<file path="config.mk">
export PLATFORM = sky130hd
export DESIGN_NAME = acc_write_shift
export DESIGN_NICKNAME = d
export VERILOG_FILES = /design/src/rtl/acc_pkg.sv /design/src/rtl/acc_write_shift.sv /design/src/rtl/out_shifter.sv
export SDC_FILE = /design/constraint.sdc
export NUM_CORES = 1
export LEC_CHECK = 0
export BUFFER_PORTS_ARGS = -buffer_cell sky130_fd_sc_hd__buf_4
export CAP_MARGIN = 15
export CELL_PAD_IN_SITES_DETAIL_PLACEMENT = 2
export CELL_PAD_IN_SITES_GLOBAL_PLACEMENT = 2
export CORE_MARGIN = 2
export CORE_UTILIZATION = 30
export CTS_CLUSTER_SIZE = 12
export DETAILED_ROUTE_END_ITERATION = 6
export GPL_TIMING_DRIVEN = 0
export MAX_ROUTING_LAYER = met4
export PLACE_DENSITY = 0.65
export SLEW_MARGIN = 30
export SYNTH_ARGS = -nofsm -noshare
export SYNTH_HDL_FRONTEND = slang
export SYNTH_SLANG_ARGS = --single-unit
</file>
<file path="constraint.sdc">
create_clock -name pclk -period 2.9 [get_ports pclk]
set_clock_uncertainty 0.1 [all_clocks]
set_input_delay 0.29 -clock pclk [delete_from_list [all_inputs] [get_ports pclk]]
set_output_delay 0.29 -clock pclk [all_outputs]
set_load 0.005 [all_outputs]
</file>
<file path="src/rtl/acc_pkg.sv">
/*
  Shared constants and types for the dual accumulator write path and output shifter.
  Assumes a single pclk domain, used on both edges, with an APB register port.
*/
package acc_pkg;

  // ****************************************************************
  // Widths and field positions
  // ****************************************************************
  localparam int ACC_W      = 40;
  localparam int EXT_W      = 8;
  localparam int WORD_W     = 16;
  localparam int SHAMT_W    = 4;
  localparam int FIRST_CODE_MSB  = 15;
  localparam int FIRST_CODE_LSB  = 12;
  localparam int SECOND_CODE_MSB = 11;
  localparam int SECOND_CODE_LSB = 8;
  localparam int MAX_SHIFT  = 7;

  // ****************************************************************
  // Register map and reset values
  // ****************************************************************
  localparam logic [11:0] OFF_SHIFT  = 12'h000;
  localparam logic [11:0] OFF_STATUS = 12'h004;
  localparam logic [11:0] OFF_OUT_LO = 12'h008;
  localparam logic [11:0] OFF_OUT_HI = 12'h00c;
  localparam logic [3:0]  SHAMT_RESET = 4'h0;
  localparam logic [15:0] WORD_RESET  = 16'h0000;
  localparam logic [7:0]  EXT_RESET   = 8'h00;

  // Output source and output shift mode selections.
  localparam logic [1:0] OSRC_ADDER  = 2'h0;
  localparam logic [1:0] OSRC_FIRST  = 2'h1;
  localparam logic [1:0] OSRC_SECOND = 2'h2;
  localparam logic [1:0] OMODE_NONE  = 2'h0;
  localparam logic [1:0] OMODE_SCR   = 2'h1;
  localparam logic [1:0] OMODE_LEFT1 = 2'h2;
  localparam logic [1:0] OMODE_RIGHT1 = 2'h3;

  // ****************************************************************
  // Types
  // ****************************************************************
  typedef enum logic [2:0] {SRC_KEEP, SRC_ADDER, SRC_Y, SRC_ZERO, SRC_SEXT} field_src_type;
  typedef enum logic [1:0] {SG_KEEP, SG_ADDER, SG_UNS, SG_TWOS} sign_mode_type;

  typedef struct packed {
    sign_mode_type sg;
    field_src_type ext_src;
    field_src_type upr_src;
    field_src_type lwr_src;
    logic          ext_fall;
    logic          upr_fall;
    logic          lwr_fall;
  } acc_ctl_type;

  typedef struct packed {
    logic [EXT_W-1:0]  guard_extension_field;
    logic [WORD_W-1:0] upr;
    logic [WORD_W-1:0] lwr;
  } acc_val_type;

  // Decode of one accumulator write code into per-field actions.
  function automatic acc_ctl_type decode_write(input logic [3:0] code);
    acc_ctl_type c;
    c = '{SG_KEEP, SRC_KEEP, SRC_KEEP, SRC_KEEP, 1'b0, 1'b0, 1'b0};
    case (code)
      4'h0: c = '{SG_ADDER, SRC_ADDER, SRC_ADDER, SRC_ADDER, 1'b0, 1'b0, 1'b0};
      4'h1: c = '{SG_UNS, SRC_ZERO, SRC_ZERO, SRC_Y, 1'b0, 1'b0, 1'b0};
      4'h2: c = '{SG_UNS, SRC_ZERO, SRC_Y, SRC_KEEP, 1'b0, 1'b0, 1'b0};
      4'h3: c = '{SG_UNS, SRC_ZERO, SRC_Y, SRC_ZERO, 1'b0, 1'b0, 1'b0};
      4'h4: c = '{SG_KEEP, SRC_Y, SRC_KEEP, SRC_KEEP, 1'b0, 1'b0, 1'b0};
      4'h5: c = '{SG_TWOS, SRC_SEXT, SRC_Y, SRC_ZERO, 1'b0, 1'b0, 1'b0};
      4'h6: c = '{SG_TWOS, SRC_SEXT, SRC_Y, SRC_KEEP, 1'b0, 1'b0, 1'b0};
      4'h7: c = '{SG_KEEP, SRC_KEEP, SRC_KEEP, SRC_KEEP, 1'b0, 1'b0, 1'b0};
      4'h8: c = '{SG_UNS, SRC_ZERO, SRC_ZERO, SRC_ZERO, 1'b0, 1'b0, 1'b0};
      4'h9: c = '{SG_UNS, SRC_ZERO, SRC_ADDER, SRC_ADDER, 1'b0, 1'b0, 1'b0};
      4'ha: c = '{SG_TWOS, SRC_SEXT, SRC_SEXT, SRC_Y, 1'b0, 1'b0, 1'b0};
      4'hb: c = '{SG_KEEP, SRC_Y, SRC_Y, SRC_ZERO, 1'b0, 1'b1, 1'b0};
      4'hc: c = '{SG_UNS, SRC_ZERO, SRC_Y, SRC_Y, 1'b0, 1'b0, 1'b1};
      4'hd: c = '{SG_TWOS, SRC_SEXT, SRC_Y, SRC_Y, 1'b0, 1'b0, 1'b1};
      4'he: c = '{SG_UNS, SRC_ZERO, SRC_Y, SRC_ZERO, 1'b0, 1'b1, 1'b0};
      4'hf: c = '{SG_TWOS, SRC_SEXT, SRC_Y, SRC_ZERO, 1'b1, 1'b1, 1'b0};
      default: c = '{SG_KEEP, SRC_KEEP, SRC_KEEP, SRC_KEEP, 1'b0, 1'b0, 1'b0};
    endcase
    return c;
  endfunction : decode_write

endpackage : acc_pkg

</file>
<file path="src/rtl/acc_write_shift.sv">
/*
  Two independent 40-bit accumulators with microcode write control, preload
  from the Y port on rising and falling edges, and a steered output shifter.
  Assumes the sequencer holds the instruction word stable for a whole clock
  period, sets Y once for the falling edge and again for the rising edge,
  and that software reaches the shift amounts over APB.
*/
`timescale 1ns/1ps
module acc_write_shift
  import acc_pkg::*;
(
  input  wire logic                pclk,
  input  wire logic                presetn,
  input  wire logic [15:0]         ucode_word,
  input  wire logic [ACC_W-1:0]    adder_result,
  input  wire logic                adder_twos,
  input  wire logic [WORD_W-1:0]   y_port,
  input  wire logic [1:0]          out_src,
  input  wire logic [1:0]          out_mode,
  input  wire logic                status_write,
  input  wire logic                shift_write,
  input  wire logic                shift_write_sel,
  input  wire logic                psel,
  input  wire logic                penable,
  input  wire logic                pwrite,
  input  wire logic [11:0]         paddr,
  input  wire logic [31:0]         pwdata,
  output      logic [31:0]         prdata_r,
  output      logic                pready_r,
  output      logic                pslverr_r,
  output      logic [ACC_W-1:0]    shifted_out_r,
  output      logic [1:0]          acc_twos_r
);

  // ****************************************************************
  // Accumulators
  // ****************************************************************
  logic [3:0]        write_code [2];
  acc_val_type       acc_val    [2];
  logic [ACC_W-1:0]  acc_flat   [2];

  assign write_code[0] = ucode_word[FIRST_CODE_MSB:FIRST_CODE_LSB];
  assign write_code[1] = ucode_word[SECOND_CODE_MSB:SECOND_CODE_LSB];

  // Each field is the xor of a rising-edge and a falling-edge flop, so that a
  // field can be loaded on either edge while every flop keeps a single driver.
  for (genvar a = 0; a < 2; a++) begin : g_acc
    acc_ctl_type  ctl;
    acc_val_type  rise_r;
    acc_val_type  fall_r;
    acc_val_type  load_val;
    logic         sign_r;

    assign ctl = decode_write(write_code[a]);
    assign acc_val[a] = rise_r ^ fall_r;
    assign acc_flat[a] = {acc_val[a].guard_extension_field, acc_val[a].upr, acc_val[a].lwr};

    // Candidate values from the adder result or the Y preload path.
    assign load_val.lwr = (ctl.lwr_src == SRC_ADDER) ? adder_result[15:0] :
                          (ctl.lwr_src == SRC_Y)     ? y_port : WORD_RESET;
    assign load_val.upr = (ctl.upr_src == SRC_ADDER) ? adder_result[31:16] :
                          (ctl.upr_src == SRC_Y)     ? y_port :
                          (ctl.upr_src == SRC_SEXT)  ? {WORD_W{y_port[WORD_W-1]}} :
                          WORD_RESET;
    assign load_val.guard_extension_field = (ctl.ext_src == SRC_ADDER) ? adder_result[39:32] :
                          (ctl.ext_src == SRC_Y)     ? y_port[EXT_W-1:0] :
                          (ctl.ext_src == SRC_SEXT)  ? {EXT_W{load_val.upr[WORD_W-1]}} :
                          EXT_RESET;

    // Rising-edge loads; keep means the flop holds its own value.
    always_ff @(posedge pclk or negedge presetn) begin
      if (!presetn) begin
        rise_r <= '{EXT_RESET, WORD_RESET, WORD_RESET};
      end else begin
        if (ctl.ext_src != SRC_KEEP && !ctl.ext_fall) begin
          rise_r.guard_extension_field <= load_val.guard_extension_field ^ fall_r.guard_extension_field;
        end
        if (ctl.upr_src != SRC_KEEP && !ctl.upr_fall) begin
          rise_r.upr <= load_val.upr ^ fall_r.upr;
        end
        if (ctl.lwr_src != SRC_KEEP && !ctl.lwr_fall) begin
          rise_r.lwr <= load_val.lwr ^ fall_r.lwr;
        end
      end
    end

    // Mid-cycle loads; the fed-back value is unsafe to use this cycle.
    always_ff @(negedge pclk or negedge presetn) begin
      if (!presetn) begin
        fall_r <= '{EXT_RESET, WORD_RESET, WORD_RESET};
      end else begin
        if (ctl.ext_src != SRC_KEEP && ctl.ext_fall) begin
          fall_r.guard_extension_field <= load_val.guard_extension_field ^ rise_r.guard_extension_field;
        end
        if (ctl.upr_src != SRC_KEEP && ctl.upr_fall) begin
          fall_r.upr <= load_val.upr ^ rise_r.upr;
        end
        if (ctl.lwr_src != SRC_KEEP && ctl.lwr_fall) begin
          fall_r.lwr <= load_val.lwr ^ rise_r.lwr;
        end
      end
    end

    // Sign flag, updated on the rising edge only.
    always_ff @(posedge pclk or negedge presetn) begin
      if (!presetn) begin
        sign_r <= 1'b0;
      end else begin
        case (ctl.sg)
          SG_ADDER: sign_r <= adder_twos;
          SG_UNS:   sign_r <= 1'b0;
          SG_TWOS:  sign_r <= 1'b1;
          default:  sign_r <= sign_r;
        endcase
      end
    end

    // Registered copy for the port.
    always_ff @(posedge pclk or negedge presetn) begin
      if (!presetn) begin
        acc_twos_r[a] <= 1'b0;
      end else begin
        acc_twos_r[a] <= sign_r;
      end
    end
  end

  // ****************************************************************
  // Shift amounts and APB slave
  // ****************************************************************
  logic [SHAMT_W-1:0] shamt_r     [2];
  logic [SHAMT_W-1:0] shamt_nxt   [2];
  logic               apb_access;
  logic               apb_wr;
  logic               hit_shift;
  logic               hit_status;
  logic               hit_lo;
  logic               hit_hi;
  logic               hit_any;
  logic [31:0]        rd_mux;

  // One wait state: the access phase completes on its second edge.
  assign apb_access = psel && penable;
  assign apb_wr     = apb_access && pready_r && pwrite;
  assign hit_shift  = (paddr == OFF_SHIFT);
  assign hit_status = (paddr == OFF_STATUS);
  assign hit_lo     = (paddr == OFF_OUT_LO);
  assign hit_hi     = (paddr == OFF_OUT_HI);
  assign hit_any    = hit_shift || hit_status || hit_lo || hit_hi;
  assign rd_mux     = hit_shift  ? {24'h000000, shamt_r[1], shamt_r[0]} :
                      hit_status ? {30'h00000000, acc_twos_r} :
                      hit_lo     ? shifted_out_r[31:0] :
                      hit_hi     ? {24'h000000, shifted_out_r[39:32]} : 32'h00000000;

  // Y-port writes from the instruction stream take priority over software.
  assign shamt_nxt[0] = status_write ? y_port[3:0] :
                        (shift_write && !shift_write_sel) ? y_port[3:0] :
                        (apb_wr && hit_shift) ? pwdata[3:0] : shamt_r[0];
  assign shamt_nxt[1] = status_write ? y_port[7:4] :
                        (shift_write && shift_write_sel) ? y_port[3:0] :
                        (apb_wr && hit_shift) ? pwdata[7:4] : shamt_r[1];

  // Shift amount storage.
  always_ff @(posedge pclk or negedge presetn) begin
    if (!presetn) begin
      shamt_r[0] <= SHAMT_RESET;
      shamt_r[1] <= SHAMT_RESET;
    end else begin
      shamt_r[0] <= shamt_nxt[0];
      shamt_r[1] <= shamt_nxt[1];
    end
  end

  // APB handshake; unmapped addresses answer with an error and zero data.
  always_ff @(posedge pclk or negedge presetn) begin
    if (!presetn) begin
      pready_r  <= 1'b0;
      pslverr_r <= 1'b0;
      prdata_r  <= 32'h00000000;
    end else begin
      pready_r  <= apb_access && !pready_r;
      pslverr_r <= apb_access && !pready_r && !hit_any;
      prdata_r  <= (apb_access && !pready_r && !pwrite) ? rd_mux : 32'h00000000;
    end
  end

  // ****************************************************************
  // Output shifter
  // ****************************************************************
  logic [ACC_W-1:0]   sh_data;
  logic [SHAMT_W-1:0] sh_amount;
  logic               sh_use;

  // Each accumulator output is steered by its own shift amount; the adder
  // result takes only forced shifts under OSRC_ADDER, but out_src code 3 shifts it by shamt_r[0].
  assign sh_data   = (out_src == OSRC_FIRST)  ? acc_flat[0] :
                     (out_src == OSRC_SECOND) ? acc_flat[1] : adder_result;
  assign sh_amount = (out_src == OSRC_SECOND) ? shamt_r[1] : shamt_r[0];
  assign sh_use    = (out_mode == OMODE_SCR) && (out_src != OSRC_ADDER);

  out_shifter u_shifter (
    .pclk        (pclk),
    .presetn     (presetn),
    .data_in     (sh_data),
    .amount      (sh_amount),
    .use_amount  (sh_use),
    .force_left  (out_mode == OMODE_LEFT1),
    .force_right (out_mode == OMODE_RIGHT1),
    .data_out_r  (shifted_out_r)
  );

endmodule : acc_write_shift

</file>
<file path="src/rtl/out_shifter.sv">
/*
  Registered 40-bit left/right output shifter, up to seven places.
  Assumes the caller supplies a twos-complement shift amount and force flags.
*/
`timescale 1ns/1ps
module out_shifter
  import acc_pkg::*;
(
  input  wire logic                pclk,
  input  wire logic                presetn,
  input  wire logic [ACC_W-1:0]    data_in,
  input  wire logic [SHAMT_W-1:0]  amount,
  input  wire logic                use_amount,
  input  wire logic                force_left,
  input  wire logic                force_right,
  output      logic [ACC_W-1:0]    data_out_r
);

  // ****************************************************************
  // Shift count decode
  // ****************************************************************
  logic               amt_neg;
  logic [2:0]         mag;
  logic [ACC_W-1:0]   left_val;
  logic [ACC_W-1:0]   right_val;
  logic [ACC_W-1:0]   data_out_nxt;

  // Negative codes shift left; the most negative is clamped to seven places.
  assign amt_neg   = amount[SHAMT_W-1];
  assign mag       = (amount == 4'h8) ? 3'h7 :
                     amt_neg ? 3'((~amount[2:0]) + 3'h1) : amount[2:0];
  // Left is logical fill, right replicates the sign bit.
  assign left_val  = data_in << mag;
  assign right_val = ACC_W'($signed(data_in) >>> mag);

  // Forced single-place shifts ignore the amount entirely.
  assign data_out_nxt = force_left  ? (data_in << 1) :
                        force_right ? ACC_W'($signed(data_in) >>> 1) :
                        !use_amount ? data_in :
                        amt_neg     ? left_val : right_val;

  // Output register.
  always_ff @(posedge pclk or negedge presetn) begin
    if (!presetn) begin
      data_out_r <= '0;
    end else begin
      data_out_r <= data_out_nxt;
    end
  end

endmodule : out_shifter

</file>
==> impl_metrics.toml, run 1 <==
[timing]
worstMarginPinSlew_ns = 1.231
tns_ns = -86.78
max_slew_margin = 0.1796
final_max_slew_viol_count = 0
finalHoldViolCount = 0
setup_violations = 127
finalWorstSetupSlack_ns = -1.233
rsz0062_at_grt = "yes"
hold-worst-slack_ns = 0.02332

[floorplan]
die_x_um = 248.6
ios = 205
core.rowCount = 89
die_area_um2 = 61810
start_util = 0.3036
fp.coreArea_um2 = 59130
die_y_um = 248.6

[min_path]
hold_start = "status_write"
hold_end = "shamt_r[3]$_DFFE_PN0P_"
hold_depth = 2
hold_class = "in -> reg"

[route]
antenna_left = 0
num_vias = 20941
drc = 10
via_per_inst = 6.073
drt_wl_total_mm = 117.7
avgRoutedWirePerCell_um = 34.15
drt-pass1-iter-count = 7
first_iter_violations = 1631

[worst_setup_path]
crit_path_end_kind = "register"
crit_fanout = 5
arrival_ns = 4.48
path_class = "reg -> reg"
crit_path_start_kind = "register"
r2r-start = "g_acc[0].fall_r[22]$_DFFE_NN0P_"
cp.required_ns = 3.25
r2r_end = "u_shifter.data_out_r[27]$_DFF_PN0_"
rrSetupSlack_ns = -1.23
r2r_cells = 7

[global_routing]
busiest_layer = "met2"
grt_usage = 0.3433
overflow = 0
grt_util_met3 = 0.03978
antenna_found_initial = 3
grt_max_degree = 81
first_global_vias = 22274
use_met1 = 0.3968
grt_pass1_wl_mm = 154.3
use_met2 = 0.5990

[clock_tree]
cts_buffer_depth = 3
insertion_delay_ns = 0.61
cts_buffers = 31
htree_levels = 1
clk_pin_slew_ns = 0.07
cts_sinks = 246
ctsRootBufferMaster = "clkbuf_16"
cts_tree = "built"

[synth]
synthCells = 2039
synthFlopType = "dfrtp_1"
synth-edff-count = 0
synth_area_leaders = "dfrtp_1 (23%), dfrtn_1 (11%), xnor2_1 (9.2%)"
syn_nets = 2183
synth_most_common_cell = "nand2_1"
yosys-top-cells-count = "nand2_1 (277), o21ai_0 (215), xnor2_1 (189)"
yosysWarnings = 0
avgSynthCellArea_um2 = 8.804
seq_area_frac_synth = 0.3429
syn_area_um2 = 17950
synth-seq-cells = 246
synthDistinctLibCells = 88
ys_async_sr_fraction = 1.000
yosys.area.top_type_share = 0.2314
synth_top_cell_by_area = "dfrtp_1"

[layout]
layout-drive-gt1-share = 0.4762
flow.area_growth_from_synthesis_pct = 62.47
fin_nets = 2793
final_cell_area_um2 = 29160
finalNonFillerCells = 3448

[power]
power.switching_mw = 11.97
ir_drop_mv = 0.6417
power.internal_mw = 14.58
total_power_mw = 26.55
pwr-share-seq = 0.247
p_leak_nw = 12.34
power_density_nw_per_um2 = 910.4
pwr-share-comb = 0.589
clockPowerShare = 0.164
p_sw_frac = 0.4510

[place]
dpl.hpwl_mm = 70.22
dp_cells = 2979
placed_cell_area_um2 = 20830
gp_congestion = 0.9558
io_buffers = 164

[run_status]
status = "finished, violations left"
violations = "design-rule violations, negative setup slack"

[job]
drv_cap = 0
-- layout make-up --
| type | count | area [µm²] |
|---|---|---|
| Antenna cell | 2 | 5.005 |
| Timing Repair Buffer | 584 | 5160 |
| Inverter | 19 | 86.33 |
| Buffer | 138 | 883.3 |
| Fill cell | 6017 | 29970 |
| Multi-Input combinational cell | 1629 | 14820 |
| Clock inverter | 18 | 219.0 |
| Sequential cell | 246 | 6156 |
| Tap cell | 773 | 967.2 |
| Clock buffer | 39 | 865.8 |
-- routing by layer --
metal / wire (µm) / vias up
met4: 7885 / 0
met5: 0 / -
li1: - / 8598
met1: 45900 / 11001
met2: 58270 / 932
met3: 5691 / 410
-- kinds of logic after synthesis --
logic type	Yosys count	share of synthesized area
compound gates	613	0.2330
simple gates	560	0.1342
flops	246	0.3429
xor+xnor	240	0.1171
mux	200	0.1178
buf+inv	165	0.04454
fa+ha+maj	15	0.01046
-- cell usage in the layout (no fill, tap or decap), types with 17 or more instances in the layout --
master / instances
buf_4: 473
nand2_1: 244
dfrtp_1: 166
nor2_1: 124
xnor2_1: 103
o21ai_1: 97
o21ai_0: 95
buf_6: 88
xnor2_2: 81
mux2i_1: 80
dfrtn_1: 80
clkbuf_1: 60
clkbuf_16: 37
xor2_1: 34
mux2i_2: 33
mux2i_4: 33
mux2_2: 32
and2_1: 29
nand2_2: 29
a22o_4: 29
nor2_2: 27
o21ai_2: 27
buf_12: 26
o211ai_1: 25
buf_2: 23
a211oi_2: 22
nor3_1: 21
a21oi_1: 20
mux2_4: 19
o21ai_4: 19
xor2_2: 17
-- worst max path at each step --
stage | from | endpoint | slack [ns] | cells after the start
finish | g_acc[0].fall_r[22]$_DFFE_NN0P_ | u_shifter.data_out_r[27]$_DFF_PN0_ | -1.23 | 7
CTS | g_acc[0].fall_r[27]$_DFFE_NN0P_ | u_shifter.data_out_r[27]$_DFF_PN0_ | -1.13 | 7
global placement | presetn | g_acc[1].fall_r[23]$_DFFE_NN0P_ | -2.10 | 1
global route | g_acc[0].fall_r[22]$_DFFE_NN0P_ | u_shifter.data_out_r[27]$_DFF_PN0_ | -1.15 | 7
detailed placement | ucode_word[8] | g_acc[1].fall_r[33]$_DFFE_NN0P_ | -1.84 | 10
floorplan | ucode_word[9] | g_acc[1].fall_r[37]$_DFFE_NN0P_ | -0.98 | 11
-- critical path: stages (launching register included) --
cell and delay (ns):
dfrtn_1 0.57, xnor2_2 0.14, a211oi_2 0.27, a21o_2 0.29, mux2i_1 0.15, o41ai_1 0.32, a311oi_2 0.13, a222oi_1 0.55
-- flip-flops by register name, summed over array words and instances, names as in the netlist --
signal / cells
acc_twos_r: 2
u_shifter.data_out_r: 40
g_acc.sign_r: 2
pready_r: 1
g_acc.rise_r: 80
pslverr_r: 1
shamt_r: 8
g_acc.fall_r: 80
prdata_r: 32
-- power groups by stage --
stage               logic [mW]  registers (mW)  clock network, mW
floorplan                 5.95            5.88                  0
global placement          8.98            6.05                  0
detailed placement        9.24            6.20                  0
CTS                       12.9            6.22               4.31
global route              16.1            6.69               4.50
finish                    15.6            6.57               4.35
-- what timing repair did --
item,CTS,global route
setup buffers,332,122
hold buffers,11,0
endpoints found under the setup margin,123,166
hold endpoints to repair,137,0
pin swaps,195,196
cloned,5,4
resized for setup,509,295
-- through the flow --
step / worst slack [ns] / utilization
after CTS: -1.128 / 0.4586
after detailed placement: -1.838 / 0.3523
final: -1.233 / 0.4932
after floorplan: -0.9795 / -
after global placement: -2.105 / 0.3506
after global routing: -1.147 / 0.4932
Power figures use the tool's default switching activity.
==> run 2, diff against run 1 <==
--- a/config.mk
+++ b/config.mk
@@ -7,15 +7,14 @@
 export LEC_CHECK = 0
 export BUFFER_PORTS_ARGS = -buffer_cell sky130_fd_sc_hd__buf_4
 export CAP_MARGIN = 15
-export CELL_PAD_IN_SITES_DETAIL_PLACEMENT = 2
-export CELL_PAD_IN_SITES_GLOBAL_PLACEMENT = 2
+export CORE_ASPECT_RATIO = 2
 export CORE_MARGIN = 2
 export CORE_UTILIZATION = 30
 export CTS_CLUSTER_SIZE = 12
 export DETAILED_ROUTE_END_ITERATION = 6
 export GPL_TIMING_DRIVEN = 0
 export MAX_ROUTING_LAYER = met4
-export PLACE_DENSITY = 0.65
+export PLACE_DENSITY = 0.44
 export SLEW_MARGIN = 30
 export SYNTH_ARGS = -nofsm -noshare
 export SYNTH_HDL_FRONTEND = slang
==> run 2 against run 1 <==
  * The flow finishes with violations (negative setup slack)
  * Wire length down 14%
  * Sequential power is 4.7% lower
  * Clock power is 14% lower
  * Hold slack gained 0.0060 ns
  * Global-route usage fell by 1.4 points
  * Count of clock-buffer cells in the layout rose by 4
  * Die area up 0.19%
  * Setup slack better by 0.12 ns
  * Via count down 9.2%
==> impl_metrics.toml, run 2 (synthesis gave the netlist of run 1 again) <==
[worst_setup_path]
critPathCapture = "u_shifter.data_out_r[6]$_DFF_PN0_"
arrival_ns = 4.31
crit_fanout = 4
crit_path_end_kind = "register"
cp.required_ns = 3.20
path_class = "reg -> reg"
startpoint = "g_acc[1].fall_r[5]$_DFFE_NN0P_"
rrSetupSlack_ns = -1.11
r2r_end = "u_shifter.data_out_r[6]$_DFF_PN0_"
r2r-start = "g_acc[1].fall_r[5]$_DFFE_NN0P_"
r2r_cells = 8
crit_path_start_kind = "register"

[timing]
worstMarginPinSlew_ns = 1.117
final_max_slew_viol_count = 0
max_slew_margin = 0.2556
finalWorstSetupSlack_ns = -1.110
finalHoldViolCount = 0
setup_violations = 120
rsz0062_at_grt = "yes"

[clock_tree]
cts_buffers = 27
ctsRootBufferMaster = "clkbuf_16"
htree_levels = 1
insertion_delay_ns = 0.59
clk_pin_slew_ns = 0.07
cts_sinks = 246
cts_buffer_depth = 3
cts_tree = "built"

[layout]
final_cell_area_um2 = 27610
largestRegisters = "g_acc.fall_r: 80 flops, g_acc.rise_r: 80 flops, u_shifter.data_out_r: 40 flops"
layout_common_cells = "buf_4 (393), nand2_1 (247), dfrtp_1 (166)"
layout-drive-gt1-share = 0.4236
finalNonFillerCells = 3320
fin_nets = 2676
flow.area_growth_from_synthesis_pct = 53.80
final_common_cell = "buf_4"
num_antenna_cells = 0

[route]
antenna_left = 0
drt_wl_total_mm = 101.1
first_iter_violations = 1192
drt-pass1-iter-count = 6
avgRoutedWirePerCell_um = 30.44
num_vias = 19016
via_per_inst = 5.728
drc = 0

[global_routing]
grt_max_degree = 84
first_global_vias = 19826
grt_pass1_wl_mm = 141.1
antenna_found_initial = 0
grt_usage = 0.3296
overflow = 0

[run_status]
status = "finished, violations left"
violations = "negative setup slack"

[power]
total_power_mw = 23.67
power_density_nw_per_um2 = 857.3
p_leak_nw = 11.53
ir_drop_mv = 0.7273

[floorplan]
start_util = 0.3036
die_area_um2 = 61930
ios = 205
die_x_um = 177.0
die_y_um = 349.9
fp.coreArea_um2 = 59120
core.rowCount = 126

[place]
io_buffers = 164
placed_cell_area_um2 = 20840
dp_cells = 2974
gp_congestion = 0.9914
dpl.hpwl_mm = 73.92

[job]
drv_cap = 0

[min_path]
hold_class = "in -> reg"
==> run 2: worst max-delay path, cell delays in order (launching register included) <==
cell	delay [ns]
dfrtn_1	0.46
xor2_2	0.11
o211ai_1	0.53
o21ai_4	0.21
buf_6	0.19
mux2i_4	0.21
mux2i_4	0.12
a221oi_2	0.31
o21ai_2	0.14
==> run 2: power by group <==
| part | internal (mW) | switching, mW |
|---|---|---|
| combinational | 6.67 | 7.02 |
| sequential | 4.74 | 1.52 |
| clock | 2.14 | 1.58 |
| total | 13.5 | 10.1 |
==> run 2: area by class of cell <==
type / count / area (µm²)
plain buffers: 140 / 915.9
multi-input cells: 1629 / 14430
repair buffers: 469 / 4159
flip-flops and latches: 246 / 6156
fillers: 5684 / 31510
clock buffers: 43 / 795.8
inverters: 19 / 86.33
clock inverters: 6 / 108.9
well taps: 768 / 960.9
==> run 2: worst min path at each step <==
stage	startpoint	end	cells past startpoint
5_1_grt	y_port[6]	shamt_r[2]$_DFFE_PN0P_	2
3_3_place_gp	g_acc[0].sign_r$_DFFE_PN0P_	acc_twos_r[0]$_DFF_PN0_	0
6_report	status_write	shamt_r[3]$_DFFE_PN0P_	2
3_5_place_dp	presetn	g_acc[0].sign_r$_DFFE_PN0P_	1
4_1_cts	status_write	shamt_r[3]$_DFFE_PN0P_	2
2_1_floorplan	presetn	acc_twos_r[0]$_DFF_PN0_	0
==> run 2: routing by layer <==
metal | global-route usage | wire [µm]
met1 | 0.3044 | 32300
met2 | 0.5897 | 53520
met3 | 0.05030 | 5017
met5 | - | 0
met4 | 0.2731 | 10210
==> run 2: what timing repair did <==
item                                   in CTS  in global routing
endpoints found under the hold margin     133                  0
hold buffers                               12                  0
pin swaps                                 159                176
setup buffers                             199                103
gates resized for setup                   397                302
setup endpoints to repair                 120                139
gates cloned                                2                  6
==> run 2: through the flow <==
step / TNS (ns) / setup WS [ns] / hold slack, ns / util
after detailed placement: -193.27 / -1.765 / 0.06513 / 0.3525
after floorplan: -71.76 / -0.9795 / -0.1056 / -
after CTS: -71.15 / -1.090 / 0.009156 / 0.4312
after global routing: -78.18 / -1.131 / 0.05211 / 0.4670
after global placement: -470.62 / -2.445 / 0.3347 / 0.3506
final: -72.79 / -1.110 / 0.02936 / 0.4670
